$ cat config.mk
export PLATFORM = sky130hd
export DESIGN_NAME = scale_discrete_io_port
export DESIGN_NICKNAME = d
export VERILOG_FILES = /design/src/design/scale_io_pkg.sv /design/src/design/scale_discrete_io_port.sv /design/src/design/discrete_input_qualifier.sv
export SDC_FILE = /design/constraint.sdc
export NUM_CORES = 1
export LEC_CHECK = 0
export ABC_AREA = 1
export BUFFER_PORTS_ARGS = -buffer_cell sky130_fd_sc_hd__clkbuf_2
export CAP_MARGIN = 5
export CORE_MARGIN = 2
export CORE_UTILIZATION = 40
export CTS_BUF_LIST = sky130_fd_sc_hd__clkbuf_4 sky130_fd_sc_hd__clkbuf_8 sky130_fd_sc_hd__clkbuf_16
export CTS_CLUSTER_SIZE = 10
export DETAILED_ROUTE_END_ITERATION = 10
export GPL_ROUTABILITY_DRIVEN = 0
export PLACE_DENSITY = 0.71
export SLEW_MARGIN = 0
export SYNTH_ARGS = -nofsm -noshare
export SYNTH_HDL_FRONTEND = slang
export SYNTH_SLANG_ARGS = --single-unit
export TNS_END_PERCENT = 100
$ cat constraint.sdc
create_clock -name i_clock -period 5.7 [get_ports i_clock]
set_input_delay 1.14 -clock i_clock [delete_from_list [all_inputs] [get_ports i_clock]]
set_output_delay 1.14 -clock i_clock [all_outputs]
set_load 0.01 [all_outputs]
$ cat src/design/scale_io_pkg.sv
package scale_io_pkg;

    // ------------------------------------------------------------
    // sizes
    // ------------------------------------------------------------
    localparam int INPUT_COUNT      = 3;
    localparam int OUTPUT_COUNT     = 5;
    localparam int WEIGHT_WIDTH     = 20;
    localparam int FUNCTION_WIDTH   = 4;
    localparam int SOURCE_WIDTH     = 3;
    localparam int SELECT_WIDTH     = 2;

    // ------------------------------------------------------------
    // timing
    // ------------------------------------------------------------
    localparam int CLOCK_HZ         = 125000000;
    localparam int EDGE_HOLD_MS     = 100;
    localparam int EDGE_HOLD_CYCLES = (CLOCK_HZ / 1000) * EDGE_HOLD_MS;

    // ------------------------------------------------------------
    // reset values
    // ------------------------------------------------------------
    localparam logic PIN_IDLE_LEVEL = 1'b1;

    // ------------------------------------------------------------
    // encodings
    // ------------------------------------------------------------
    typedef enum logic [FUNCTION_WIDTH-1:0] {
        IN_NONE,
        IN_TARE,
        IN_CLEAR,
        IN_ZERO,
        IN_PRINT,
        IN_SWITCH_UNITS,
        IN_BLANK_DISPLAY,
        IN_DYNAMIC,
        IN_INHIBIT_KEYPAD,
        IN_TENFOLD_RESOLUTION,
        IN_ACCUMULATOR_TOTAL,
        IN_FEED_PERMIT,
        IN_DISCHARGE_PERMIT,
        IN_ADVANCE_PROMPT
    } input_function_type;

    typedef enum logic [SOURCE_WIDTH-1:0] {
        OUT_NONE,
        OUT_SETPOINT,
        OUT_NET_MODE,
        OUT_CENTER_ZERO,
        OUT_MOTION,
        OUT_OVER_CAPACITY,
        OUT_NEGATIVE
    } output_source_type;

    typedef enum logic [SELECT_WIDTH-1:0] {
        SP_GROSS,
        SP_DISPLAYED,
        SP_NET
    } setpoint_weight_type;

    typedef enum logic [1:0] {
        ANALOG_TRACK,
        ANALOG_UNDER_RANGE,
        ANALOG_OVER_RANGE
    } analog_range_type;

endpackage : scale_io_pkg

$ cat src/design/scale_discrete_io_port.sv
// Function
// - in displayed mode, analog output follows weight magnitude below zero
// - under-zero blanking forces analog under-range level and alarm
// - over capacity analog keeps rising; at blanking jumps over-range, alarm
// - three inputs and five outputs, each with its own function select
// - an input is asserted only while grounded
// - level functions active exactly while input is grounded
// - edge functions: tare, clear, zero, print, units, dynamic, total, advance
// - level functions: blank, inhibit keypad, tenfold, feed permit, discharge permit
// - advance prompt: first prompt from weighing mode, else next prompt
// - an undriven input reads inactive
// - output sources: setpoint, net, center zero, motion, over capacity, negative, none
// - setpoint outputs active low, on while weight below setpoint
// - setpoint compares weight magnitude
// - setpoint weight selectable gross, displayed or net
// - net setpoint stays off until a tare is taken
// - alarm only while display is at under-zero blanking or at over blanking, not merely over capacity
`timescale 1ns/10ps
`default_nettype none

module scale_discrete_io_port #(
    parameter int WEIGHT_WIDTH = scale_io_pkg::WEIGHT_WIDTH,
    parameter int HOLD_CYCLES  = scale_io_pkg::EDGE_HOLD_CYCLES
) (
    input  wire logic                    i_clock,
    input  wire logic                    i_reset,
    input  wire logic [2:0]              i_input_n,
    input  wire logic [11:0]             i_input_function,
    input  wire logic                    i_prompt_mode,
    output logic                         o_tare_pulse,
    output logic                         o_clear_pulse,
    output logic                         o_zero_pulse,
    output logic                         o_print_pulse,
    output logic                         o_switch_units_pulse,
    output logic                         o_dynamic_pulse,
    output logic                         o_accumulator_total_pulse,
    output logic                         o_prompt_first_pulse,
    output logic                         o_prompt_next_pulse,
    output logic                         o_blank_display,
    output logic                         o_inhibit_keypad,
    output logic                         o_tenfold_resolution_display,
    output logic                         o_feed_permit,
    output logic                         o_discharge_permit,
    input  wire logic [14:0]             i_output_source,
    input  wire logic [5*WEIGHT_WIDTH-1:0] i_setpoint_value,
    input  wire logic [1:0]              i_setpoint_weight_select,
    input  wire logic signed [WEIGHT_WIDTH-1:0] i_gross_weight,
    input  wire logic signed [WEIGHT_WIDTH-1:0] i_net_weight,
    input  wire logic signed [WEIGHT_WIDTH-1:0] i_displayed_weight,
    input  wire logic                    i_tare_taken,
    input  wire logic                    i_net_mode,
    input  wire logic                    i_center_of_zero,
    input  wire logic                    i_in_motion,
    input  wire logic [WEIGHT_WIDTH-1:0] i_full_scale_capacity,
    input  wire logic [WEIGHT_WIDTH-1:0] i_over_blanking_value,
    input  wire logic [WEIGHT_WIDTH-1:0] i_zero_blanking_value,
    input  wire logic                    i_analog_follows_displayed,
    output logic [4:0]                   o_output_n,
    output logic signed [WEIGHT_WIDTH:0] o_analog_value,
    output logic [1:0]                   o_analog_range,
    output logic                         o_alarm
);

    localparam int NI = scale_io_pkg::INPUT_COUNT;
    localparam int NO = scale_io_pkg::OUTPUT_COUNT;
    localparam int FW = scale_io_pkg::FUNCTION_WIDTH;
    localparam int SW = scale_io_pkg::SOURCE_WIDTH;

    // ------------------------------------------------------------
    // helpers
    // ------------------------------------------------------------
    function automatic logic [WEIGHT_WIDTH-1:0] magnitude(
        input logic signed [WEIGHT_WIDTH-1:0] w
    );
        magnitude = w[WEIGHT_WIDTH-1] ? WEIGHT_WIDTH'(-w) : WEIGHT_WIDTH'(w);
    endfunction : magnitude

    // true when any input assigned to code is flagged in hits
    function automatic logic any_input(
        input logic [NI-1:0]    hits,
        input logic [NI*FW-1:0] sel,
        input scale_io_pkg::input_function_type code
    );
        any_input = 1'b0;
        for (int k = 0; k < NI; k++)
        begin
            if (hits[k] && (sel[k*FW +: FW] == code))
            begin
                any_input = 1'b1;
            end
        end
    endfunction : any_input

    // ------------------------------------------------------------
    // input qualification and decode
    // ------------------------------------------------------------
    logic [NI-1:0] in_level;
    logic [NI-1:0] in_edge;

    for (genvar k = 0; k < NI; k++)
    begin : g_input
        discrete_input_qualifier #(
            .HOLD_CYCLES (HOLD_CYCLES)
        ) u_qualifier (
            .i_clock      (i_clock),
            .i_reset      (i_reset),
            .i_pin_n      (i_input_n[k]),
            .o_level      (in_level[k]),
            .o_edge_pulse (in_edge[k])
        );
    end

    // none matches no branch, so such an input never acts
    wire tare_hit    = any_input(in_edge, i_input_function, scale_io_pkg::IN_TARE);
    wire clear_hit   = any_input(in_edge, i_input_function, scale_io_pkg::IN_CLEAR);
    wire zero_hit    = any_input(in_edge, i_input_function, scale_io_pkg::IN_ZERO);
    wire print_hit   = any_input(in_edge, i_input_function, scale_io_pkg::IN_PRINT);
    wire units_hit   = any_input(in_edge, i_input_function,
                                 scale_io_pkg::IN_SWITCH_UNITS);
    wire dynamic_hit = any_input(in_edge, i_input_function, scale_io_pkg::IN_DYNAMIC);
    wire total_hit   = any_input(in_edge, i_input_function,
                                 scale_io_pkg::IN_ACCUMULATOR_TOTAL);
    wire advance_hit = any_input(in_edge, i_input_function,
                                 scale_io_pkg::IN_ADVANCE_PROMPT);
    wire blank_on    = any_input(in_level, i_input_function,
                                 scale_io_pkg::IN_BLANK_DISPLAY);
    wire inhibit_on  = any_input(in_level, i_input_function,
                                 scale_io_pkg::IN_INHIBIT_KEYPAD);
    wire tenfold_on  = any_input(in_level, i_input_function,
                                 scale_io_pkg::IN_TENFOLD_RESOLUTION);
    wire feed_on     = any_input(in_level, i_input_function,
                                 scale_io_pkg::IN_FEED_PERMIT);
    wire dsch_on     = any_input(in_level, i_input_function,
                                 scale_io_pkg::IN_DISCHARGE_PERMIT);
    wire first_hit   = advance_hit && !i_prompt_mode;
    wire next_hit    = advance_hit && i_prompt_mode;

    // ------------------------------------------------------------
    // weight conditions
    // ------------------------------------------------------------
    wire [WEIGHT_WIDTH-1:0] disp_mag = magnitude(i_displayed_weight);
    wire disp_negative = i_displayed_weight[WEIGHT_WIDTH-1];
    wire over_capacity = !disp_negative && (disp_mag > i_full_scale_capacity);
    wire under_blank   = disp_negative && (disp_mag >= i_zero_blanking_value);
    wire over_blank    = !disp_negative && (disp_mag >= i_over_blanking_value);

    scale_io_pkg::setpoint_weight_type sp_select;
    assign sp_select = scale_io_pkg::setpoint_weight_type'(i_setpoint_weight_select);

    // unused select code falls back to gross weight
    wire signed [WEIGHT_WIDTH-1:0] sp_weight =
        (sp_select == scale_io_pkg::SP_DISPLAYED) ? i_displayed_weight :
        (sp_select == scale_io_pkg::SP_NET)       ? i_net_weight :
                                                     i_gross_weight;
    wire [WEIGHT_WIDTH-1:0] sp_mag = magnitude(sp_weight);
    wire sp_allowed = (sp_select != scale_io_pkg::SP_NET) || i_tare_taken;

    // ------------------------------------------------------------
    // outputs
    // ------------------------------------------------------------
    logic [NO-1:0] out_active;

    for (genvar k = 0; k < NO; k++)
    begin : g_output
        scale_io_pkg::output_source_type src;
        wire [WEIGHT_WIDTH-1:0] sp_value = i_setpoint_value[k*WEIGHT_WIDTH +: WEIGHT_WIDTH];
        wire sp_on = sp_allowed && (sp_mag < sp_value);
        assign src = scale_io_pkg::output_source_type'(i_output_source[k*SW +: SW]);
        assign out_active[k] =
            (src == scale_io_pkg::OUT_SETPOINT)      ? sp_on :
            (src == scale_io_pkg::OUT_NET_MODE)      ? i_net_mode :
            (src == scale_io_pkg::OUT_CENTER_ZERO)   ? i_center_of_zero :
            (src == scale_io_pkg::OUT_MOTION)        ? i_in_motion :
            (src == scale_io_pkg::OUT_OVER_CAPACITY) ? over_capacity :
            (src == scale_io_pkg::OUT_NEGATIVE)      ? disp_negative :
                                                       1'b0;
    end

    // ------------------------------------------------------------
    // analog output behaviour
    // ------------------------------------------------------------
    // the DAC maps the range code to its fixed under/over level per mode
    wire signed [WEIGHT_WIDTH:0] analog_track =
        i_analog_follows_displayed ? $signed({1'b0, disp_mag})
                                   : $signed({i_gross_weight[WEIGHT_WIDTH-1],
                                              i_gross_weight});
    scale_io_pkg::analog_range_type range_next;
    assign range_next = under_blank ? scale_io_pkg::ANALOG_UNDER_RANGE :
                        over_blank  ? scale_io_pkg::ANALOG_OVER_RANGE :
                                      scale_io_pkg::ANALOG_TRACK;
    wire alarm_next = under_blank || over_blank;

    // ------------------------------------------------------------
    // output registers
    // ------------------------------------------------------------
    always_ff @(posedge i_clock or posedge i_reset)
    begin
        if (i_reset)
        begin
            o_tare_pulse                 <= 1'b0;
            o_clear_pulse                <= 1'b0;
            o_zero_pulse                 <= 1'b0;
            o_print_pulse                <= 1'b0;
            o_switch_units_pulse         <= 1'b0;
            o_dynamic_pulse              <= 1'b0;
            o_accumulator_total_pulse    <= 1'b0;
            o_prompt_first_pulse         <= 1'b0;
            o_prompt_next_pulse          <= 1'b0;
            o_blank_display              <= 1'b0;
            o_inhibit_keypad             <= 1'b0;
            o_tenfold_resolution_display <= 1'b0;
            o_feed_permit                <= 1'b0;
            o_discharge_permit           <= 1'b0;
            o_output_n                   <= '1;
            o_analog_value               <= '0;
            o_analog_range               <= scale_io_pkg::ANALOG_TRACK;
            o_alarm                      <= 1'b0;
        end
        else
        begin
            o_tare_pulse                 <= tare_hit;
            o_clear_pulse                <= clear_hit;
            o_zero_pulse                 <= zero_hit;
            o_print_pulse                <= print_hit;
            o_switch_units_pulse         <= units_hit;
            o_dynamic_pulse              <= dynamic_hit;
            o_accumulator_total_pulse    <= total_hit;
            o_prompt_first_pulse         <= first_hit;
            o_prompt_next_pulse          <= next_hit;
            o_blank_display              <= blank_on;
            o_inhibit_keypad             <= inhibit_on;
            o_tenfold_resolution_display <= tenfold_on;
            o_feed_permit                <= feed_on;
            o_discharge_permit           <= dsch_on;
            o_output_n                   <= ~out_active;
            o_analog_value               <= analog_track;
            o_analog_range               <= range_next;
            o_alarm                      <= alarm_next;
        end
    end

endmodule : scale_discrete_io_port

`default_nettype wire

$ cat src/design/discrete_input_qualifier.sv
`timescale 1ns/10ps
`default_nettype none

module discrete_input_qualifier #(
    parameter int HOLD_CYCLES = scale_io_pkg::EDGE_HOLD_CYCLES
) (
    input  wire logic i_clock,
    input  wire logic i_reset,
    input  wire logic i_pin_n,
    output logic      o_level,
    output logic      o_edge_pulse
);

    localparam int CW = $clog2(HOLD_CYCLES + 1);
    localparam logic [CW-1:0] HOLD_LAST = CW'(HOLD_CYCLES - 1);

    logic          sync1_reg;
    logic          sync2_reg;
    logic          sync3_reg;
    logic          level_reg;
    logic          level_next;
    logic          fired_reg;
    logic          fired_next;
    logic          pulse_next;
    logic [CW-1:0] count_reg;
    logic [CW-1:0] count_next;
    logic          agree;
    logic          hold_done;

    // ------------------------------------------------------------
    // qualification
    // ------------------------------------------------------------
    // a floating pin idles high through the pull-up and reads inactive
    assign agree      = (sync2_reg == sync3_reg);
    assign level_next = agree ? ~sync3_reg : level_reg;
    assign hold_done  = level_reg && !fired_reg && (count_reg == HOLD_LAST);
    // one shot per grounding; rearmed only after the pin is released
    assign fired_next = level_reg ? (fired_reg || hold_done) : 1'b0;
    assign pulse_next = hold_done;
    assign count_next = (!level_reg || fired_reg) ? '0 : count_reg + CW'(1);

    always_ff @(posedge i_clock or posedge i_reset)
    begin
        if (i_reset)
        begin
            sync1_reg    <= scale_io_pkg::PIN_IDLE_LEVEL;
            sync2_reg    <= scale_io_pkg::PIN_IDLE_LEVEL;
            sync3_reg    <= scale_io_pkg::PIN_IDLE_LEVEL;
            level_reg    <= 1'b0;
            fired_reg    <= 1'b0;
            count_reg    <= '0;
            o_edge_pulse <= 1'b0;
        end
        else
        begin
            sync1_reg    <= i_pin_n;
            sync2_reg    <= sync1_reg;
            sync3_reg    <= sync2_reg;
            level_reg    <= level_next;
            fired_reg    <= fired_next;
            count_reg    <= count_next;
            o_edge_pulse <= pulse_next;
        end
    end

    assign o_level = level_reg;

endmodule : discrete_input_qualifier

`default_nettype wire

## After elaboration in Yosys (flattened, before gate mapping)

Cells that the tools add are included.

| word-level totals | value |
|---|---|
| logic and storage cells | 287 |
| output and inout bits | 43 |
| register bits | 133 |
| input bits | 260 |

| operators by class | value |
|---|---|
| $lt $le $gt $ge | 8 |
| multiplexer cells | 82 |
| reductions and logical operators | 71 |
| add/subtract/negate cells | 5 |
| bitwise logic cells | 4 |
| equal/unequal tests | 78 |

Operator list:

| cell | count |
|---|---|
| 20-bit less-than comparator | 5 |
| 20-bit two-way mux | 4 |
| 24-bit by 1-bit adder with 24-bit output (second input constant) | 3 |
| 24-bit == test (second input constant) | 3 |
| 4-bit == test (second input constant) | 18 |
| 1-bit two-way mux | 72 |
| 24-bit two-way mux | 3 |
| 1-bit logical AND | 55 |
| 4-bit by 3-bit == test with 1-bit output (second input constant) | 12 |
| 3-bit == test (second input constant) | 15 |
| 20-bit greater-or-equal comparator | 2 |
| 20-bit negator | 2 |
| 3-bit by 2-bit == test with 1-bit output (second input constant) | 10 |
| 4-bit by 2-bit == test with 1-bit output (second input constant) | 6 |
| 21-bit two-way mux | 1 |
| 20-bit greater-than comparator | 1 |
| 3-bit by 1-bit == test with 1-bit output (second input constant) | 5 |
| 4-bit by 1-bit == test with 1-bit output (second input constant) | 3 |
| 1-bit logical NOT | 8 |
| 1-bit logical OR | 8 |
| 5-bit inverter | 1 |
| 2-bit two-way mux | 2 |
| 1-bit == test | 3 |
| 1-bit inverter | 3 |
| other kinds (3) | 3 |

## Depth between registers and ports, before layout

| logic depth | value |
|---|---|
| depth after elaboration | 10 |
| gate-level depth with buffers | 26 |
| mapped depth without buffers | 25 |

## By module

Synthesis repeated with hierarchy kept, for this count alone.

| unflattened totals | value |
|---|---|
| cells, all modules | 1932 |
| area total of the unflattened synthesis | 12757.2 µm² |

By module, submodules not included:

| module | sequential area each (µm²) | area each (µm²) | instances | cells each |
|---|---|---|---|---|
| scale_discrete_io_port | 1082.3 | 7877.6 | 1 | 1284 |
| discrete_input_qualifier | 754.5 | 1626.6 | 3 | 216 |

## Worst setup path before layout

OpenSTA, ideal clock, no wires.

| path | value |
|---|---|
| path type | in2reg |
| start | input port i_setpoint_weight_select[1] |
| end | register o_output_n[4] |
| required time | 5.624 ns |
| path slack | 2.038 ns |
| buffers on the path | 1 |
| library setup time | 0.076 ns |
| data arrival time | 3.586 ns |
| stages on the path | 20 |
| path through | inv_2 nand2_4 buf_6 o21ai_1 ha_1 nand3_2 nor2_2 and2_1 nand2_1 nand2_1 nand2_1 a21oi_1 ha_1 nand4_1 a21oi_1 or2_2 a21oi_1 nand3_1 nand2_1 nand2_1 |

| on the way | value |
|---|---|
| word-level cells in the longest chain between the ends | 9 |
| elaborated cells between the ends (all ways) | 12 |
| those cells by class | add/sub: 1; order compare: 1; eq/ne: 3; mux: 4; bitwise: 1; reduce/logical: 2 |

Ends and longest elaborated chain:

| item | line | source |
|---|---|---|
| from (decl) | scale_discrete_io_port.sv:46 | `input wire logic [1:0] i_setpoint_weight_select,` |
| 2-bit == test | scale_discrete_io_port.sv:153 | `(sp_select == scale_io_pkg::SP_NET) ? i_net_weight :` |
| 20-bit two-way mux | scale_discrete_io_port.sv:153 |  |
| 20-bit two-way mux | scale_discrete_io_port.sv:152 | `(sp_select == scale_io_pkg::SP_DISPLAYED) ? i_displayed_weight :` |
| 20-bit negator | scale_discrete_io_port.sv:75 | `magnitude = w[WEIGHT_WIDTH-1] ? WEIGHT_WIDTH'(-w) : WEIGHT_WIDTH'(w);` |
| 20-bit two-way mux | scale_discrete_io_port.sv:75 |  |
| 20-bit less-than comparator | scale_discrete_io_port.sv:167 | `wire sp_on = sp_allowed && (sp_mag < sp_value);` |
| 1-bit logical AND (*) | scale_discrete_io_port.sv:167 |  |
| 1-bit two-way mux (*) | scale_discrete_io_port.sv:170 | `(src == scale_io_pkg::OUT_SETPOINT) ? sp_on :` |
| 5-bit inverter (*) | scale_discrete_io_port.sv:235 | `o_output_n <= ~out_active;` |
| to (signal assigned) | scale_discrete_io_port.sv:235 |  |
| to (decl) | scale_discrete_io_port.sv:58 | `output logic [4:0] o_output_n,` |

Every way passes the cells marked *; elsewhere a longest branch is shown, timed or not.
A chain may end at the register's enable or synchronous reset.

## Final worst setup path

Same ends and word-level chain as after synthesis.

==> impl_metrics.env <==
export IMPL_n_fill_cell=2994
export IMPL_endpoint_kind="flip-flop"
export IMPL_core_area_um2=29800
export IMPL_yosysWarnings=0
export IMPL_crit_fanout=32
export IMPL_first_pass_iters=5
export IMPL_grtUsageTotal_pct=23.91
export IMPL_maxCapViolations=0
export IMPL_synth_top_cell_area_share_pct=24.42
export IMPL_power_density_nw_per_um2=212.5
export IMPL_fmax_mhz=242.7
export IMPL_comb_power_share_pct=30.6
export IMPL_met2_usage_pct=41.43
export IMPL_setup_viol=0
export IMPL_syn2layout_area_growth_pct=20.83
export IMPL_cell_internal_pwr_w=0.002054
export IMPL_start_util_pct=40.93
export IMPL_relSlewSlack_pct=36.93
export IMPL_final_nets=2536
export IMPL_syn_avg_cell_area_um2=6.730
export IMPL_seq_area_frac_synth_pct=27.43
export IMPL_hp_class="flip-flop to flip-flop"
export IMPL_vias_per_cell=5.155
export IMPL_worstMarginPinSlew_ps=942.5
export IMPL_p_switching_w=0.001077
export IMPL_io_pins=303
export IMPL_htreeDepth=4
export IMPL_status="complete, no violations"
export IMPL_crit_required_ps=6060
export IMPL_postCtsSetupBuffers=0
export IMPL_fin_skew_ps=10.21
export IMPL_finalNonFillerCells=2519
export IMPL_placed_cells=2487
export IMPL_portBuffers=302
export IMPL_tns_ps=0
export IMPL_post_route_drc_count=0
export IMPL_wirelength_um=38130
export IMPL_cts_tree="built"
export IMPL_die_area_um2=31900
export IMPL_irDropWorstVdd_mv=0.2796
export IMPL_layout_worst_path_cycle_share_pct=72.27
export IMPL_grt_max_degree=71
export IMPL_netSwitchingFraction_pct=34.40
export IMPL_drv_slew=0
export IMPL_dieWidth_um=178.6
export IMPL_p_seq_share_pct=32.7
export IMPL_synth_cell_types=45
export IMPL_grtUsageMet1_pct=29.22
export IMPL_dp_hpwl_um=31920
export IMPL_holdWs_ps=355.8
export IMPL_synthArstFlopShare_pct=100.0
export IMPL_wl_per_cell_um=15.14
export IMPL_yosys_most_used_dff="dfrtp_1"
export IMPL_syn_cell_area_um2=12200
export IMPL_top_usage_layer="met2"
export IMPL_yosysTopAreaCell="dfrtp_1"
export IMPL_num_antenna_cells=0
export IMPL_dr_total_vias=12990
export IMPL_power_w=0.003132
export IMPL_cts_sinks=133
export IMPL_antenna_left=0
export IMPL_grt_setup_unrepaired="false"
export IMPL_grt_overflow_total=0
export IMPL_synth_nets=2232
export IMPL_synth_edf_count=0
export IMPL_clk_path_buf_depth=2
export IMPL_p_clk_share_pct=36.6
export IMPL_final_hold_violation_count=0
export IMPL_synth_area_leaders="dfrtp_1 (24%), ha_1 (16%), nand2_1 (12%)"
export IMPL_yosys_register_bits=133
export IMPL_die_y_um=178.6
export IMPL_ctsHoldBuffers=0
export IMPL_first_iter_violations=1012
export IMPL_cts_root_buffer="clkbuf_16"
export IMPL_met3_usage_pct=3.964
export IMPL_drive_above_1_share_pct=18.37
export IMPL_yosys_cell_count_top_type="nand2_1"
export IMPL_cts_resized_gates=0
export IMPL_grt_pass1_wl_um=60320
export IMPL_p_leak_nw=8.339
export IMPL_antenna_found_initial=0
export IMPL_synthTopCellsByCount="nand2_1 (396), inv_1 (343), nor2_1 (189), ha_1 (160), a21oi_1 (128)"
export IMPL_cts_made_buffers=17
export IMPL_clk_pin_slew_ps=70
export IMPL_worst_ep_arrival_time_ps=4480
export IMPL_critPathLaunchType="input pin"
export IMPL_critical_path_class="input pin to flip-flop"
export IMPL_largest_reg_flops=72
export IMPL_row_count=63
export IMPL_period_needed_ps=4120
export IMPL_grt_pass1_vias=12420
export IMPL_clkLatencyLatePin_ps=420
export IMPL_ff2ff_setup_slack_ps=3410
export IMPL_synthCells=1812
-- placed cells by master, fill, tap and decap left out, types with 3 or more instances in the layout --
master and count:
nor2_1 189, xnor2_1 4, inv_1 342, nand2_1 396, nor2_2 9, clkbuf_2 302
clkbuf_16 17, o21ai_0 83, o21ai_1 4, bufinv_16 3, a21oi_1 128, o211ai_1 6
ha_1 160, dfstp_2 14, inv_2 6, nand3b_1 3, clkinv_1 3, nor4_1 7
dfrtp_1 119, or2_2 3, nand4_1 50, inv_6 3, a31oi_1 7, nor3_2 3
xor2_1 32, a211oi_1 4, nor2_4 4, nand2_2 6, nor3_1 54, clkinv_4 4
o221ai_1 3, o21a_1 7, nand3_2 5, nand3_1 126
-- metal layers --
layer | share of wire [%] | wire (um)
met2 | 48 | 18350
met4 | 3.9 | 1468
met1 | 42 | 15830
met5 | 0 | 0
met3 | 6.5 | 2476
-- critical path: stages --
cell	delay, ps
clkbuf_2	150
inv_2	80
nand2_4	250
inv_2	170
nand2_1	210
nand2_1	80
inv_1	70
ha_1	170
nand3_2	110
nor2_2	150
and2_1	190
nand2_1	70
nand2_1	60
nand2_1	50
a21oi_1	370
ha_1	320
nand4_1	140
a21oi_1	60
or2_2	270
a21oi_1	140
nand3_1	100
nand2_1	70
nand2_1	50
-- stage by stage --
step | setup WS, ps | instance area, um2 | utilization (%)
floorplan | 1029 | 12200 | -
global placement | 1277 | 14130 | 47.41
detailed placement | 1192 | 14130 | 47.41
CTS | 1638 | 14740 | 49.45
global route | 1203 | 14740 | 49.45
finish | 1581 | 14740 | 49.45
-- worst paths after layout --
kind | from | to | depth (start not counted)
worst max-delay path | i_setpoint_weight_select[1] | o_output_n[4] | 23
max in group asynchronous | i_reset | g_input[0].u_qualifier.sync2_reg | 3
worst min-delay path | g_input[0].u_qualifier.sync1_reg | g_input[0].u_qualifier.sync2_reg | 0
worst max register to register | g_input[1].u_qualifier.o_level | g_input[1].u_qualifier.o_edge_pulse | 5
worst min register to register | g_input[0].u_qualifier.sync1_reg | g_input[0].u_qualifier.sync2_reg | 0
min in group asynchronous | i_reset | o_zero_pulse | 2
-- layout make-up --
cell class | count | area [um2] | share of cell area (%)
multi-input combinational | 1307 | 7422 | 50.37
clock buffer | 18 | 432.9 | 2.938
sequential | 133 | 3346 | 22.71
tap | 390 | 488.0 | 3.312
inverter | 352 | 1324 | 8.984
timing repair buffer | 305 | 1546 | 10.49
clock inverter | 14 | 176.4 | 1.197
-- cell families (layout without fill, tap and decap cells) --
| family | Yosys count | after routing | synth area share (%) |
|---|---|---|---|
| and+or+nand+nor | 862 | 862 | 30.91 |
| buffers and inverters | 372 | 689 | 11.71 |
| AOI/OAI and AO/OA | 249 | 249 | 10.95 |
| adders and majority gates | 160 | 160 | 16.42 |
| DFF | 133 | 133 | 27.43 |
| xor gates and xnor gates | 36 | 36 | 2.585 |
-- power by group through the flow --
| stage | sequential, W | clock, W | combinational (W) |
|---|---|---|---|
| after floorplan | 0.00105 | 0 | 0.000607 |
| after global placement | 0.00104 | 0 | 0.000913 |
| after detailed placement | 0.00104 | 0 | 0.000950 |
| after CTS | 0.00102 | 0.00118 | 0.000955 |
| after global routing | 0.00103 | 0.00122 | 0.00110 |
| final | 0.00102 | 0.00115 | 0.000959 |
(Power assumes the default switching activity.)
